**src/fsic_pkg.sv**
```systemverilog
// Package of constants and carrier types for the four-source interrupt controller.
package fsic_pkg;

  // Data-memory addresses of the two control registers.
  localparam logic [7:0] CTRL_LOW_ADDR = 8'h0b;
  localparam logic [7:0] CTRL_HIGH_ADDR = 8'h1e;

  // Low control register field positions.
  localparam int MASTER_EN_BIT = 0;
  localparam int EXT_EN_BIT = 1;
  localparam int TB_EN_BIT = 2;
  localparam int RTC_EN_BIT = 3;
  localparam int EXT_FLAG_BIT = 4;
  localparam int TB_FLAG_BIT = 5;
  localparam int RTC_FLAG_BIT = 6;

  // High control register field positions.
  localparam int TMR_EN_BIT = 0;
  localparam int TMR_FLAG_BIT = 4;

  // Reset values of both registers.
  localparam logic [7:0] CTRL_LOW_RESET = 8'h00;
  localparam logic [7:0] CTRL_HIGH_RESET = 8'h00;

  // Service vectors, program-counter width and stack depth.
  localparam int PC_WIDTH = 11;
  localparam logic [10:0] EXT_VECTOR = 11'h004;
  localparam logic [10:0] TB_VECTOR = 11'h008;
  localparam logic [10:0] RTC_VECTOR = 11'h00c;
  localparam logic [10:0] TMR_VECTOR = 11'h010;
  localparam int STACK_LEVELS = 4;

  // Source index in priority order, highest first.
  localparam int SRC_EXT = 0;
  localparam int SRC_TB = 1;
  localparam int SRC_RTC = 2;
  localparam int SRC_TMR = 3;
  localparam int NUM_SRC = 4;

  // Data-memory access from the core.
  typedef struct packed {
    logic wrEn;
    logic [7:0] addr;
    logic [7:0] wrData;
  } fsic_memwr_s;

  // Stack-control commands from the core.
  typedef struct packed {
    logic call;
    logic ret;
    logic retIrq;
  } fsic_stackop_s;

  // Arbitration states.
  typedef enum logic [2:0] {
    ARB_IDLE = 3'b001,
    ARB_ACK = 3'b010,
    ARB_HOLD = 3'b100
  } fsic_arb_e;

endpackage

```
**src/fsic_irq_controller.sv**
```systemverilog
// Four-source vectored interrupt controller with control registers and return stack.
//
// Contract
// - Enables and flags live in control registers at addresses 0BH and 1EH.
// - Acknowledge clears master enable; later requests only set their flags.
// - Software re-enabling master and source inside a handler allows nesting.
// - No acknowledge while the stack is full; wait for a return.
// - Acknowledge pushes only the program counter, then branches to the vector.
// - Falling edge on external pin sets external flag, low register bit 4.
// - External acknowledge calls 04H, clears external flag and master enable.
// - Timer A or B overflow sets timer flag; acknowledge calls 10H, clears.
// - Time base tick sets bit 5; acknowledge calls 08H, clears.
// - Real-time clock tick sets bit 6; acknowledge calls 0CH, clears.
// - Interrupt return pops and sets master enable; plain return only pops.
// - Requests between two phase-two pulses are serviced at the later pulse; an external pin edge sampled one or two clocks before it waits one pulse more.
// - Priority: external, time base, real-time clock, then timer.
// - Low register bits 0-6 hold enables and flags; bit 7 reads 0.
// - Any of the four sources wakes the core from halt.
// - High register: timer enable bit 0, timer flag bit 4, rest zero.
// - A flag stays set until serviced or cleared by software.
// - Return stack has four levels, pointer at top after reset.
module fsic_irq_controller (
  // Clock and reset.
  input wire logic clock,
  input wire logic resetn,
  // Data-memory access from the core.
  input wire fsic_pkg::fsic_memwr_s memWr,
  input wire logic [7:0] rdAddr,
  output logic [7:0] rdData,
  output logic rdHit,
  // Core sequencing.
  input wire logic phaseTwoPulse,
  input wire fsic_pkg::fsic_stackop_s stackOp,
  input wire logic [10:0] progCounter,
  input wire logic halted,
  // Request sources.
  input wire logic extIrqPinN,
  input wire logic timerAOverflow,
  input wire logic timerBOverflow,
  input wire logic timeBaseTick,
  input wire logic rtcTick,
  // Answers to the core.
  output logic irqCall,
  output logic [10:0] irqVector,
  output logic [10:0] returnAddr,
  output logic wakeUp,
  output logic stackFull
);

  ////////////////////////////////////////////////////////////////////////////////
  // Pin synchroniser and falling-edge detector for the external request.
  logic extSync1_r;
  logic extSync2_r;
  logic extPrev_r;
  logic extSync1_nxt;
  logic extSync2_nxt;
  logic extPrev_nxt;
  logic extFall;

  always_comb begin
    extSync1_nxt = extIrqPinN;
    extSync2_nxt = extSync1_r;
    extPrev_nxt = extSync2_r;
  end

  always_ff @(posedge clock or negedge resetn) begin
    if (!resetn) begin
      extSync1_r <= 1'b1;
      extSync2_r <= 1'b1;
      extPrev_r <= 1'b1;
    end else begin
      extSync1_r <= extSync1_nxt;
      extSync2_r <= extSync2_nxt;
      extPrev_r <= extPrev_nxt;
    end
  end

  assign extFall = extPrev_r & ~extSync2_r;

  ////////////////////////////////////////////////////////////////////////////////
  // Control register state.
  logic masterEn_r;
  logic [fsic_pkg::NUM_SRC-1:0] srcEn_r;
  logic [fsic_pkg::NUM_SRC-1:0] srcFlag_r;
  logic masterEn_nxt;
  logic [fsic_pkg::NUM_SRC-1:0] srcEn_nxt;
  logic [fsic_pkg::NUM_SRC-1:0] srcFlag_nxt;
  logic [fsic_pkg::NUM_SRC-1:0] hwSet;
  logic [fsic_pkg::NUM_SRC-1:0] ackOneHot;
  logic ackTake;
  logic wrLow;
  logic wrHigh;

  assign wrLow = memWr.wrEn && (memWr.addr == fsic_pkg::CTRL_LOW_ADDR);
  assign wrHigh = memWr.wrEn && (memWr.addr == fsic_pkg::CTRL_HIGH_ADDR);

  always_comb begin
    hwSet = '0;
    hwSet[fsic_pkg::SRC_EXT] = extFall;
    hwSet[fsic_pkg::SRC_TB] = timeBaseTick;
    hwSet[fsic_pkg::SRC_RTC] = rtcTick;
    hwSet[fsic_pkg::SRC_TMR] = timerAOverflow | timerBOverflow;
  end

  // Order inside the process gives the priorities: software write, then service
  // clear, then hardware set, so a new event is never lost to a clear.
  always_comb begin
    masterEn_nxt = masterEn_r;
    srcEn_nxt = srcEn_r;
    srcFlag_nxt = srcFlag_r;
    if (wrLow) begin
      masterEn_nxt = memWr.wrData[fsic_pkg::MASTER_EN_BIT];
      srcEn_nxt[fsic_pkg::SRC_EXT] = memWr.wrData[fsic_pkg::EXT_EN_BIT];
      srcEn_nxt[fsic_pkg::SRC_TB] = memWr.wrData[fsic_pkg::TB_EN_BIT];
      srcEn_nxt[fsic_pkg::SRC_RTC] = memWr.wrData[fsic_pkg::RTC_EN_BIT];
      srcFlag_nxt[fsic_pkg::SRC_EXT] = memWr.wrData[fsic_pkg::EXT_FLAG_BIT];
      srcFlag_nxt[fsic_pkg::SRC_TB] = memWr.wrData[fsic_pkg::TB_FLAG_BIT];
      srcFlag_nxt[fsic_pkg::SRC_RTC] = memWr.wrData[fsic_pkg::RTC_FLAG_BIT];
    end
    if (wrHigh) begin
      srcEn_nxt[fsic_pkg::SRC_TMR] = memWr.wrData[fsic_pkg::TMR_EN_BIT];
      srcFlag_nxt[fsic_pkg::SRC_TMR] = memWr.wrData[fsic_pkg::TMR_FLAG_BIT];
    end
    if (stackOp.retIrq) begin
      masterEn_nxt = 1'b1;
    end
    if (ackTake) begin
      masterEn_nxt = 1'b0;
      srcFlag_nxt = srcFlag_nxt & ~ackOneHot;
    end
    srcFlag_nxt = srcFlag_nxt | hwSet;
  end

  always_ff @(posedge clock or negedge resetn) begin
    if (!resetn) begin
      masterEn_r <= fsic_pkg::CTRL_LOW_RESET[fsic_pkg::MASTER_EN_BIT];
      srcEn_r <= '0;
      srcFlag_r <= '0;
    end else begin
      masterEn_r <= masterEn_nxt;
      srcEn_r <= srcEn_nxt;
      srcFlag_r <= srcFlag_nxt;
    end
  end

  ////////////////////////////////////////////////////////////////////////////////
  // Arbitration at each phase-two pulse.
  function automatic logic [fsic_pkg::NUM_SRC-1:0] pickFirst(
    input logic [fsic_pkg::NUM_SRC-1:0] req
  );
    logic [fsic_pkg::NUM_SRC-1:0] grant;
    grant = '0;
    for (int i = fsic_pkg::NUM_SRC - 1; i >= 0; i--) begin
      if (req[i]) begin
        grant = '0;
        grant[i] = 1'b1;
      end
    end
    return grant;
  endfunction

  function automatic logic [10:0] vectorOf(input logic [fsic_pkg::NUM_SRC-1:0] grant);
    logic [10:0] v;
    v = fsic_pkg::TMR_VECTOR;
    if (grant[fsic_pkg::SRC_EXT]) begin
      v = fsic_pkg::EXT_VECTOR;
    end else if (grant[fsic_pkg::SRC_TB]) begin
      v = fsic_pkg::TB_VECTOR;
    end else if (grant[fsic_pkg::SRC_RTC]) begin
      v = fsic_pkg::RTC_VECTOR;
    end
    return v;
  endfunction

  logic [fsic_pkg::NUM_SRC-1:0] eligible;
  logic full;
  fsic_pkg::fsic_arb_e state_r;
  fsic_pkg::fsic_arb_e state_nxt;
  logic [10:0] vector_r;
  logic [10:0] vector_nxt;

  // Nesting falls out naturally: software setting the enables again inside a
  // handler makes the source eligible at the next pulse.
  assign eligible = srcFlag_r & srcEn_r & {fsic_pkg::NUM_SRC{masterEn_r & ~full}};
  assign ackOneHot = pickFirst(eligible);
  assign ackTake = phaseTwoPulse && (state_r != fsic_pkg::ARB_ACK) && (eligible != '0);

  always_comb begin
    state_nxt = state_r;
    vector_nxt = vector_r;
    case (state_r)
      fsic_pkg::ARB_IDLE, fsic_pkg::ARB_HOLD: begin
        if (ackTake) begin
          state_nxt = fsic_pkg::ARB_ACK;
          vector_nxt = vectorOf(ackOneHot);
        end else begin
          state_nxt = fsic_pkg::ARB_IDLE;
        end
      end
      fsic_pkg::ARB_ACK: begin
        state_nxt = fsic_pkg::ARB_HOLD;
      end
      default: begin
        state_nxt = fsic_pkg::ARB_IDLE;
      end
    endcase
  end

  always_ff @(posedge clock or negedge resetn) begin
    if (!resetn) begin
      state_r <= fsic_pkg::ARB_IDLE;
      vector_r <= '0;
    end else begin
      state_r <= state_nxt;
      vector_r <= vector_nxt;
    end
  end

  assign irqCall = (state_r == fsic_pkg::ARB_ACK);
  assign irqVector = vector_r;

  ////////////////////////////////////////////////////////////////////////////////
  // Return stack; only the program counter is saved on acknowledge.
  logic stackPush;
  logic stackPop;

  assign stackPush = ackTake | stackOp.call;
  assign stackPop = stackOp.ret | stackOp.retIrq;

  fsic_stack #(
    .LEVELS(fsic_pkg::STACK_LEVELS),
    .WIDTH(fsic_pkg::PC_WIDTH)
  ) uStack (
    .clock(clock),
    .resetn(resetn),
    .push(stackPush),
    .pop(stackPop),
    .pushData(progCounter),
    .topData(returnAddr),
    .full(full),
    .depth()
  );

  assign stackFull = full;

  // A flag set before halt is already pending, so it gives no new wake event.
  assign wakeUp = halted & (hwSet != '0);

  ////////////////////////////////////////////////////////////////////////////////
  // Register read-back, registered so the data output comes from flip-flops.
  logic [7:0] rdData_r;
  logic [7:0] rdData_nxt;
  logic rdHit_r;
  logic rdHit_nxt;

  always_comb begin
    rdData_nxt = 8'h00;
    rdHit_nxt = 1'b0;
    if (rdAddr == fsic_pkg::CTRL_LOW_ADDR) begin
      rdHit_nxt = 1'b1;
      rdData_nxt[fsic_pkg::MASTER_EN_BIT] = masterEn_r;
      rdData_nxt[fsic_pkg::EXT_EN_BIT] = srcEn_r[fsic_pkg::SRC_EXT];
      rdData_nxt[fsic_pkg::TB_EN_BIT] = srcEn_r[fsic_pkg::SRC_TB];
      rdData_nxt[fsic_pkg::RTC_EN_BIT] = srcEn_r[fsic_pkg::SRC_RTC];
      rdData_nxt[fsic_pkg::EXT_FLAG_BIT] = srcFlag_r[fsic_pkg::SRC_EXT];
      rdData_nxt[fsic_pkg::TB_FLAG_BIT] = srcFlag_r[fsic_pkg::SRC_TB];
      rdData_nxt[fsic_pkg::RTC_FLAG_BIT] = srcFlag_r[fsic_pkg::SRC_RTC];
    end else if (rdAddr == fsic_pkg::CTRL_HIGH_ADDR) begin
      rdHit_nxt = 1'b1;
      rdData_nxt[fsic_pkg::TMR_EN_BIT] = srcEn_r[fsic_pkg::SRC_TMR];
      rdData_nxt[fsic_pkg::TMR_FLAG_BIT] = srcFlag_r[fsic_pkg::SRC_TMR];
    end
  end

  always_ff @(posedge clock or negedge resetn) begin
    if (!resetn) begin
      rdData_r <= 8'h00;
      rdHit_r <= 1'b0;
    end else begin
      rdData_r <= rdData_nxt;
      rdHit_r <= rdHit_nxt;
    end
  end

  assign rdData = rdData_r;
  assign rdHit = rdHit_r;

endmodule

```
**src/fsic_stack.sv**
```systemverilog
// Four-level return-address stack with full indication.
module fsic_stack #(
  parameter int LEVELS = fsic_pkg::STACK_LEVELS,
  parameter int WIDTH = fsic_pkg::PC_WIDTH
) (
  // Clock and reset.
  input wire logic clock,
  input wire logic resetn,
  // Push and pop.
  input wire logic push,
  input wire logic pop,
  input wire logic [WIDTH-1:0] pushData,
  // Status.
  output logic [WIDTH-1:0] topData,
  output logic full,
  output logic [$clog2(LEVELS+1)-1:0] depth
);

  localparam int DW = $clog2(LEVELS+1);

  // Elaboration-time check: a single level cannot tell empty from full.
  if (LEVELS < 2) begin : gBadLevels
    $error("fsic_stack needs at least two levels");
  end

  logic [WIDTH-1:0] mem_r [LEVELS];
  logic [WIDTH-1:0] mem_nxt [LEVELS];
  logic [DW-1:0] depth_r;
  logic [DW-1:0] depth_nxt;

  ////////////////////////////////////////////////////////////////////////////////
  // A push onto a full stack drops the oldest entry, so only the newest four survive.
  always_comb begin
    mem_nxt = mem_r;
    depth_nxt = depth_r;
    if (push) begin
      for (int i = LEVELS - 1; i > 0; i--) begin
        mem_nxt[i] = mem_r[i-1];
      end
      mem_nxt[0] = pushData;
      if (depth_r != DW'(LEVELS)) begin
        depth_nxt = depth_r + DW'(1);
      end
    end else if (pop) begin
      for (int i = 0; i < LEVELS - 1; i++) begin
        mem_nxt[i] = mem_r[i+1];
      end
      if (depth_r != '0) begin
        depth_nxt = depth_r - DW'(1);
      end
    end
  end

  always_ff @(posedge clock or negedge resetn) begin
    if (!resetn) begin
      depth_r <= '0;
      for (int i = 0; i < LEVELS; i++) begin
        mem_r[i] <= '0;
      end
    end else begin
      depth_r <= depth_nxt;
      mem_r <= mem_nxt;
    end
  end

  assign topData = mem_r[0];
  assign full = (depth_r == DW'(LEVELS));
  assign depth = depth_r;

endmodule

```
**config.mk**
```make
export PLATFORM = sky130hd
export DESIGN_NAME = fsic_irq_controller
export DESIGN_NICKNAME = d
export VERILOG_FILES = /design/src/fsic_pkg.sv /design/src/fsic_irq_controller.sv /design/src/fsic_stack.sv
export SDC_FILE = /design/constraint.sdc
export NUM_CORES = 1
export LEC_CHECK = 0
export ABC_AREA = 1
export BUFFER_PORTS_ARGS = -buffer_cell sky130_fd_sc_hd__buf_2
export CAP_MARGIN = 10
export CORE_MARGIN = 3
export CORE_UTILIZATION = 55
export CTS_CLUSTER_DIAMETER = 200
export CTS_CLUSTER_SIZE = 40
export DETAILED_ROUTE_END_ITERATION = 8
export PLACE_DENSITY = 0.92
export SLEW_MARGIN = 10
export SYNTH_ARGS = -nofsm -noshare
export SYNTH_HDL_FRONTEND = slang
export SYNTH_SLANG_ARGS = --single-unit
```
**constraint.sdc**
```tcl
create_clock -name clock -period 4 [get_ports clock]
set_input_delay 0.2 -clock clock [delete_from_list [all_inputs] [get_ports clock]]
set_output_delay 0.2 -clock clock [all_outputs]
set_load 0.01 [all_outputs]
```
==> results_dict.tcl, run 1 <==
set metrics [dict create \
    finalHoldViolations 0 \
    grt_pass1_wl_um 12200 \
    synth_cells 404 \
    timing.rr.start "uStack.depth[1]$_DFFE_PN0P_" \
    finalSetupTns_ns 0 \
    timing.hold.ws_ns 0.0387 \
    power.density_mw_per_mm2 663 \
    syn_avg_cell_area_um2 8.49 \
    cp_slowest_cell "inv_2" \
    core_mm2 0.00599 \
    cts.clk_slew.worst_paths_ns 0.08 \
    setup_viol 0 \
    drt_pass1_iterations 5 \
    avgViaCountPerCell 5.25 \
    leakage_nw 2.03 \
    synth.area.top_cells "dfrtp_1 50%, nand2_1 9.1%, nor2_1 7.7%" \
    ys_seq_area_frac 0.534 \
    placedInstanceArea_mm2 0.00367 \
    fin_area_mm2 0.00389 \
    antenna_found_initial 0 \
    placementRows 28 \
    async_flop_share 1.00 \
    dpl.hpwl_um 5030 \
    arrival_ns 2.84 \
    post-place-ws_ns 1.49 \
    rsz0062_at_grt "false" \
    cts_buffers 9 \
    yosysTopAreaCellShare 0.503 \
    wire_per_inst_um 13.5 \
    layout_setup_ws_ns 1.39 \
    root_buffer "clkbuf_8" \
    initial_core_util 0.573 \
    drt_iter0_drc 262 \
    critPathKind "flop to flop" \
    post-route-util 0.649 \
    synth.distinct_cells 37 \
    drtAntennaViolNets 0 \
    synth_edf_count 0 \
    layout.nets 510 \
    drive_gt1_frac 0.223 \
    status "completed" \
    ys_ff_latch 73 \
    io_buffer_count 71 \
    cts_num_sinks 73 \
    fmax_mhz 383 \
    p_sw_mw 0.963 \
    fin_crit_sh 0.653 \
    critical_path.max_fanout 49 \
    die-width_um 85.0 \
    insertion_delay_ns 0.34 \
    drc 0 \
    hold_path.class "input port to async pin" \
    grt_overflow_total 0 \
    multi_input_area_mm2 0.00125 \
    synthToLayoutAreaGrowth_pct 13.4 \
    syn_area_mm2 0.00343 \
    period_minus_slack_ns 2.61 \
    ys_warn_count 0 \
    io_pins 82 \
    swShare 0.374 \
    fin_skew_ns 0.0113 \
    max_stage_delay_ns 0.55 \
    die_h_um 85.0 \
    first_global_vias 2692 \
    dieArea_mm2 0.00722 \
    tightest_slew_ns 1.03 \
    combPwrFrac 0.314 \
    drv_slew 0 \
    post-synth-top-area-cell "dfrtp_1" \
    post-cts-setup-buffers 0 \
    n_fill_cell 477 \
    routed_wl_um 7290 \
    end_kind "flop" \
    cts_tree "yes" \
    grt_usage 0.210 \
    crit_chain "nor2_2 > a21oi_4 > o21ai_1 > nand2_1 > nand2_2 > nand2_4 > inv_2 > nor2_1 > nor3_1" \
    cp.buffers_inverters 1 \
    final_cell_mix "83 x nand2_1, 71 x buf_2, 69 x nor2_1, 69 x dfrtp_1, 46 x nor3_1" \
    place_congestion 0.833 \
    register_area_mm2 0.00183 \
    final_common_cell "nand2_1" \
    p_clk_frac 0.223 \
    required_ns 4.23 \
    startpoint_type "flop" \
    vias 2839 \
    crit_family "simple AND/OR/NAND/NOR gates" \
    grt_max_degree 50 \
    n_antenna_cell 0 \
    seq_power_share 0.463 \
    synth_ff_type "dfrtp_1" \
    htreeDepth 3 \
    drv_cap 0 \
    startpoint "uStack.depth[1]$_DFFE_PN0P_" \
    slew_headroom 0.316 \
    cts_buffer_depth 2 \
    peakVddDrop_uv 352 \
    p_int_mw 1.61 \
]
Yosys cell counts (3+ instances only):
cell	count
nor3_1	46
buf_4	23
nand4_1	4
buf_2	7
dfrtp_1	69
nand2_1	83
nand3_1	8
a31oi_1	11
dfstp_2	4
nor2_1	70
o21ai_0	12
buf_6	3
inv_1	34
clkbuf_1	3
worst register-to-register path: stages (launching register included):
cell and delay [ns]:
dfrtp_1 0.43, nor2_2 0.23, a21oi_4 0.11, o21ai_1 0.10
nand2_1 0.08, nand2_2 0.26, nand2_4 0.35, inv_2 0.55
nor2_1 0.12, nor3_1 0.27
sequential cells by signal, indices dropped and copies added, names as in the netlist:
signal and flops:
extPrev_r 1, extPrev_nxt 1, rdHit 1, uStack.topData 11
state_r 3, uStack.mem_r 33, extSync1_r 1, rdData 7
srcEn_r 4, masterEn_r 1, srcFlag_r 4, irqVector 3
uStack.depth 3
layer usage:
layer | share of wire | GRT usage
met5 | 0 | 0
met4 | 0.030 | 0.108
met1 | 0.41 | 0.256
met3 | 0.045 | 0.0320
met2 | 0.52 | 0.359
cell families (layout without fill, tap and decap cells):
group / count (synthesis) / count (layout) / synth area share
AND/OR/NAND/NOR: 220 / 220 / 0.277
other: 1 / 9 / 0.00109
XOR/XNOR: 2 / 2 / 0.00511
AO/OA/AOI/OAI: 35 / 35 / 0.0642
flip-flops: 73 / 73 / 0.534
multiplexers: 1 / 1 / 0.00328
buffers and inverters: 71 / 125 / 0.112
adder cells (fa/ha/maj): 1 / 1 / 0.00365
area by class of cell:
class / count / area share
inverter: 35 / 0.0338
clock buffer: 10 / 0.0354
multi-input combinational: 268 / 0.321
tap: 75 / 0.0241
sequential: 73 / 0.471
clock inverter: 6 / 0.0174
timing repair buffer: 74 / 0.0978
metrics by stage:
step | cells | power, mW
final | 541 | 2.58
after global routing | 541 | 2.75
after CTS | 541 | 2.58
after detailed placement | 524 | 1.99
after global placement | 524 | 1.92
after floorplan | 412 | 1.83
final timing paths:
kind | depth (start not counted) | to | slack (ns)
worst min register to register | 0 | extPrev_nxt$_DFF_PN1_ | 0.36
min in group clock | 3 | srcEn_r[0]$_DFFE_PN0N_ | 0.07
worst max-delay path | 9 | uStack.mem_r[22]$_DFFE_PN0P_ | 1.39
worst min-delay path | 1 | uStack.topData[8]$_DFFE_PN0P_ | 0.04
max in group asynchronous | 2 | extPrev_r$_DFF_PN1_ | 2.99
worst max register to register | 9 | uStack.mem_r[22]$_DFFE_PN0P_ | 1.39
power by group through the flow:
| stage | registers [mW] | clock network [mW] | logic, mW |
|---|---|---|---|
| 2_1_floorplan | 1.16 | 0 | 0.668 |
| 3_3_place_gp | 1.18 | 0 | 0.748 |
| 3_5_place_dp | 1.20 | 0 | 0.798 |
| 4_1_cts | 1.19 | 0.583 | 0.812 |
| 5_1_grt | 1.22 | 0.614 | 0.916 |
| 6_report | 1.19 | 0.576 | 0.810 |
repair_timing:
action | CTS | global route
hold buffers | 1 | 0
gates resized for setup | 0 | 0
hold endpoints to repair | 1 | 0
(Power assumes the default switching activity.)
==> run 2, diff against run 1 <==
--- a/config.mk
+++ b/config.mk
@@ -5,15 +5,15 @@
 export SDC_FILE = /design/constraint.sdc
 export NUM_CORES = 1
 export LEC_CHECK = 0
-export ABC_AREA = 1
+export ABC_AREA = 0
 export BUFFER_PORTS_ARGS = -buffer_cell sky130_fd_sc_hd__buf_2
 export CAP_MARGIN = 10
 export CORE_MARGIN = 3
-export CORE_UTILIZATION = 55
+export CORE_UTILIZATION = 48
 export CTS_CLUSTER_DIAMETER = 200
 export CTS_CLUSTER_SIZE = 40
 export DETAILED_ROUTE_END_ITERATION = 8
-export PLACE_DENSITY = 0.92
+export PLACE_DENSITY = 0.85
 export SLEW_MARGIN = 10
 export SYNTH_ARGS = -nofsm -noshare
 export SYNTH_HDL_FRONTEND = slang
==> constraint.sdc (replaced) <==
create_clock -name clock -period 2.3 [get_ports clock]
set_input_delay 0.115 -clock clock [delete_from_list [all_inputs] [get_ports clock]]
set_output_delay 0.115 -clock clock [all_outputs]
set_load 0.01 [all_outputs]
==> results_dict.tcl, run 2 <==
set metrics [dict create \
    worstSetupPathDepth 9 \
    synth_cells 323 \
    finalHoldViolations 26 \
    power.density_mw_per_mm2 870 \
    avgViaCountPerCell 5.11 \
    required_ns 2.51 \
    n_antenna_cell 0 \
    regMostFlops "uStack.mem_r" \
    io_buffer_count 71 \
    synth_ff_type "dfrtp_1" \
    peakVddDrop_uv 532 \
    cts.clk_slew.worst_paths_ns 0.07 \
    ys_ff_latch 73 \
    root_buffer "clkbuf_8" \
    drt_pass1_iterations 5 \
    grt_overflow_total 0 \
    yosysTopAreaCellShare 0.493 \
    startpoint "state_r[0]$_DFF_PN1_" \
    drt_iter0_drc 207 \
    synth.area.top_cells "dfrtp_1 49%, mux2i_1 11%, a21oi_1 5.7%" \
    synth_top_family_by_area "multiplexers" \
    status "complete, but fails checks" \
    r2r-end "uStack.depth[2]$_DFFE_PN0P_" \
    layout.nets 455 \
    fin_crit_sh 1.01 \
    syn_area_mm2 0.00350 \
    cts_tree "yes" \
    cts_num_sinks 73 \
    timing.hold.ws_ns -0.0270 \
    grt_max_degree 74 \
    violations "negative hold slack, negative setup slack" \
    rsz0062_at_grt "true" \
    antenna_found_initial 0 \
    synthToLayoutAreaGrowth_pct 21.3 \
    cp_slowest_cell "dfstp_2" \
    post-synth-top-count-cell "dfrtp_1" \
    crit_chain "or3b_4 > inv_4 > nor4b_4 > a21oi_4 > xnor2_2 > ha_2 > or4_1 > o21ai_1 > o22ai_1" \
    synth_simple_gate_area_frac 0.130 \
    synthMuxAreaShare 0.160 \
    timing.rr.start "state_r[0]$_DFF_PN1_" \
    placementRows 30 \
    core_mm2 0.00694 \
    cts_buffer_depth 2 \
    reg2reg_slack_ns -0.03 \
    initial_core_util 0.505 \
    htreeDepth 3 \
    grt_pass1_wl_um 11500 \
    rr_worst_depth 9 \
    insertion_delay_ns 0.34 \
    largest_register_ff_count 33 \
    vias 2584 \
    fin_skew_ns 0.00841 \
    drive_gt1_frac 0.332 \
    async_flop_share 1.00 \
    place_congestion 0.888 \
    die_h_um 91.4 \
    drtAntennaViolNets 0 \
    critical_path.max_fanout 3 \
    cp.buffers_inverters 1 \
    synth_fa_ha_area_frac 0.00357 \
    first_global_vias 2595 \
    synth_edf_count 0 \
    fmax_mhz 430 \
    crit_family "simple AND/OR/NAND/NOR gates" \
    drv_slew 0 \
    drv_cap 0 \
    routed_wl_um 6940 \
    n_fill_cell 571 \
    setup_viol 1 \
    synth_common_cells "69 x dfrtp_1, 49 x nor2_1, 40 x a21oi_1, 39 x mux2i_1, 25 x buf_4" \
    startpoint_type "flop" \
    period_minus_slack_ns 2.33 \
    tightest_slew_ns 0.881 \
    slew_headroom 0.413 \
    synth_xor_area_frac 0.00500 \
    dieArea_mm2 0.00836 \
    cts_buffers 9 \
    final_common_cell "buf_2" \
    synth.distinct_cells 48 \
    io_pins 82 \
    final_cell_mix "71 x buf_2, 69 x dfrtp_1, 49 x nor2_1" \
    syn_avg_cell_area_um2 10.9 \
    ys_warn_count 0 \
    layout_setup_ws_ns -0.0270 \
    hold_path.class "input port to async pin" \
    finalSetupTns_ns -0.0270 \
    max_stage_delay_ns 0.53 \
    synth_compound_area_frac 0.110 \
    arrival_ns 2.54 \
    dpl.hpwl_um 4720 \
    power.total_mw 3.70 \
    end_kind "flop" \
    post-synth-top-area-cell "dfrtp_1" \
    cp-endpoint "uStack.depth[2]$_DFFE_PN0P_" \
    die-width_um 91.4 \
    drc 0 \
    wire_per_inst_um 13.7 \
    grt_usage 0.169 \
    critPathKind "flop to flop" \
    ys_seq_area_frac 0.523 \
    leakage_nw 1.98 \
]
run 2: layer usage:
metal	GRT usage	up-vias	share of wire
met2	0.289	85	0.49
li1	-	1268	-
met5	0	-	0
met3	0.0505	11	0.057
met1	0.204	1220	0.44
met4	0.0515	0	0.012
run 2: per-stage QoR:
stage	worst slack [ns]	hold WS (ns)	cell area [um^2]	cells	utilization
after floorplan	-0.128	-0.181	3550	331	-
after global placement	0.0742	0.222	3910	480	0.563
after detailed placement	0.0216	0.222	3910	480	0.563
after CTS	0.0108	0.00278	4180	500	0.603
after global routing	-0.0938	0.0120	4250	506	0.612
final	-0.0270	-0.0270	4250	506	0.612
run 2: worst register-to-register path: stages, from the launching register on:
cell	delay [ns]
dfstp_2	0.53
or3b_4	0.14
inv_4	0.04
nor4b_4	0.35
a21oi_4	0.12
xnor2_2	0.14
ha_2	0.19
or4_1	0.47
o21ai_1	0.15
o22ai_1	0.08
run 2: what timing repair did:
item | CTS | global route
resized for setup | 0 | 6
setup endpoints to repair | 0 | 25
endpoints found under the hold margin | 4 | 0
setup buffers | 0 | 6
hold buffers | 5 | 0
run 2: area by class of cell:
class	count	area, um^2	share of cell area
well taps	96	120	0.0283
multi-input cells	221	1480	0.349
repair buffers	96	568	0.134
inverters	5	21.3	0.00500
clock inverters	4	76.3	0.0180
clock buffers	11	151	0.0356
flip-flops and latches	73	1830	0.431
run 2: logic make-up after synthesis:
logic type                 count (synthesis)
other                                      1
and+or+nand+nor                           90
buffers and inverters                     37
AOI/OAI and AO/OA                         65
xor gates and xnor gates                   2
DFF                                       73
adders and majority gates                  1
muxes                                     54
run 2: worst min path at each step:
stage	endpoint	from
5_1_grt	srcEn_r[2]$_DFFE_PN0N_	memWr[3]
6_report	irqVector[3]$_DFFE_PN0P_	resetn
3_3_place_gp	extSync1_r$_DFF_PN1_	extIrqPinN
3_5_place_dp	extSync1_r$_DFF_PN1_	extIrqPinN
4_1_cts	srcFlag_r[2]$_DFF_PN0_	rtcTick
2_1_floorplan	irqVector[2]$_DFFE_PN0P_	resetn
run 2: where the power goes:
group | total [mW] | switching, mW | internal (mW)
combinational | 0.896 | 0.451 | 0.445
sequential | 1.68 | 0.167 | 1.51
clock | 1.12 | 0.454 | 0.666
==> run 3, diff against run 2 <==
--- a/config.mk
+++ b/config.mk
@@ -9,11 +9,11 @@
 export BUFFER_PORTS_ARGS = -buffer_cell sky130_fd_sc_hd__buf_2
 export CAP_MARGIN = 10
 export CORE_MARGIN = 3
-export CORE_UTILIZATION = 48
+export CORE_UTILIZATION = 40
 export CTS_CLUSTER_DIAMETER = 200
 export CTS_CLUSTER_SIZE = 40
 export DETAILED_ROUTE_END_ITERATION = 8
-export PLACE_DENSITY = 0.85
+export PLACE_DENSITY = 0.75
 export SLEW_MARGIN = 10
 export SYNTH_ARGS = -nofsm -noshare
 export SYNTH_HDL_FRONTEND = slang
==> constraint.sdc (replaced) <==
create_clock -name clock -period 2.3 [get_ports clock]
set_input_delay 0.345 -clock clock [delete_from_list [all_inputs] [get_ports clock]]
set_output_delay 0.345 -clock clock [all_outputs]
set_load 0.01 [all_outputs]
==> results_dict.tcl, run 3 (synthesis gave the netlist of run 2 again) <==
set metrics [dict create \
    root_buffer "clkbuf_8" \
    placementRows 33 \
    reg2reg_slack_ns 0.04 \
    die_h_um 99.6 \
    startpoint "state_r[0]$_DFF_PN1_" \
    wire_per_inst_um 13.6 \
    setup_viol 0 \
    vias 2545 \
    timing.rr.start "state_r[0]$_DFF_PN1_" \
    cts.clk_slew.worst_paths_ns 0.08 \
    n_fill_cell 791 \
    fin_skew_ns 0.0110 \
    drt_pass1_iterations 4 \
    grt_max_degree 82 \
    required_ns 2.52 \
    status "completed" \
    regMostFlops "uStack.mem_r" \
    drv_cap 0 \
    grt_usage 0.146 \
    layoutNonFillerInstCount 506 \
    fmax_mhz 442 \
    critPathKind "flop to flop" \
    drtAntennaViolNets 0 \
    largest_register_ff_count 33 \
    ctsHoldBuffers 0 \
    dieArea_mm2 0.00992 \
    synthToLayoutAreaGrowth_pct 18.7 \
    power.density_mw_per_mm2 846 \
    dpl.hpwl_um 4830 \
    n_antenna_cell 0 \
    peakVddDrop_uv 437 \
    cts_num_sinks 73 \
    io_pins 82 \
    grt_pass1_wl_um 11600 \
    insertion_delay_ns 0.34 \
    place_inst 490 \
    finalHoldViolations 0 \
    drive_gt1_frac 0.327 \
    grt_overflow_total 0 \
    leakage_nw 1.92 \
    cp-endpoint "uStack.depth[2]$_DFFE_PN0P_" \
    drv_slew 0 \
    startpoint_type "flop" \
    cts_buffers 9 \
    rr_worst_depth 9 \
    placedInstanceArea_mm2 0.00396 \
    core_mm2 0.00838 \
    r2r-end "uStack.depth[2]$_DFFE_PN0P_" \
    io_buffer_count 71 \
    fin_area_mm2 0.00416 \
    cts_tree "yes" \
    cts_buffer_depth 2 \
    avgViaCountPerCell 5.03 \
    end_kind "flop" \
    register_area_mm2 0.00183 \
    hold_path.class "input port to async pin" \
    initial_core_util 0.418 \
    layout_setup_ws_ns 0.0374 \
    arrival_ns 2.48 \
    final_common_cell "buf_2" \
    finalSetupTns_ns 0 \
    final_cell_mix "71 x buf_2, 69 x dfrtp_1, 49 x nor2_1" \
    layout.nets 445 \
    critical_path.max_fanout 3 \
    place_congestion 0.780 \
    first_global_vias 2438 \
    multi_input_area_mm2 0.00148 \
    period_minus_slack_ns 2.26 \
    post-place-ws_ns 0.0344 \
    drc 0 \
    antenna_found_initial 0 \
    htreeDepth 3 \
    routed_wl_um 6890 \
    drt_iter0_drc 146 \
    die-width_um 99.6 \
    fin_crit_sh 0.984 \
    rsz0062_at_grt "true" \
]
## run 3: area by class of cell
| class | instances | area share |
|---|---|---|
| multi-input cells | 221 | 0.356 |
| clock inverters | 5 | 0.0138 |
| flip-flops and latches | 73 | 0.440 |
| repair buffers | 86 | 0.121 |
| well taps | 105 | 0.0316 |
| inverters | 5 | 0.00511 |
| clock buffers | 11 | 0.0316 |
## run 3: worst max-delay path: stages, from the launching register on
cell,delay (ns)
dfstp_2,0.54
or3b_4,0.15
inv_4,0.04
nor4b_4,0.30
a21oi_4,0.12
xnor2_1,0.14
ha_2,0.18
or4_4,0.48
o21ai_2,0.12
o22ai_1,0.08
## run 3: how the worst min path moves through the flow
stage | start | end | slack, ns | cells after the start
2_1_floorplan | resetn | irqVector[2]$_DFFE_PN0P_ | 0.05 | 0
3_3_place_gp | extSync1_r$_DFF_PN1_ | extPrev_nxt$_DFF_PN1_ | 0.35 | 0
3_5_place_dp | extSync1_r$_DFF_PN1_ | extPrev_nxt$_DFF_PN1_ | 0.35 | 0
4_1_cts | resetn | rdHit$_DFF_PN0_ | 0.03 | 2
5_1_grt | resetn | uStack.mem_r[24]$_DFFE_PN0P_ | 0.05 | 2
6_report | resetn | rdHit$_DFF_PN0_ | 0.006 | 2
## run 3: repair_timing
action,4_1_cts,5_1_grt
setup endpoints to repair,0,1
hold endpoints to repair,0,0
setup buffers,0,0
gates resized for setup,0,3
## run 3: through the flow
stage	utilization	total power, mW	hold WS, ns
2_1_floorplan	-	2.31	0.0494
3_3_place_gp	0.473	2.53	0.347
3_5_place_dp	0.473	2.57	0.349
4_1_cts	0.495	3.56	0.0293
5_1_grt	0.496	3.77	0.0512
6_report	0.496	3.52	0.00571
## run 3: where the power goes
part           total [mW]  internal, mW  switching [mW]
Combinational       0.883         0.439           0.444
Clock               0.969         0.502           0.467
Sequential           1.67          1.51           0.157
## run 3: layer usage
layer / up-vias / share of wire / track usage
li1: 1253 / - / -
met3: 6 / 0.064 / 0.0344
met2: 90 / 0.45 / 0.230
met5: - / 0 / 0
met1: 1196 / 0.47 / 0.196
met4: 0 / 0.0083 / 0.0536
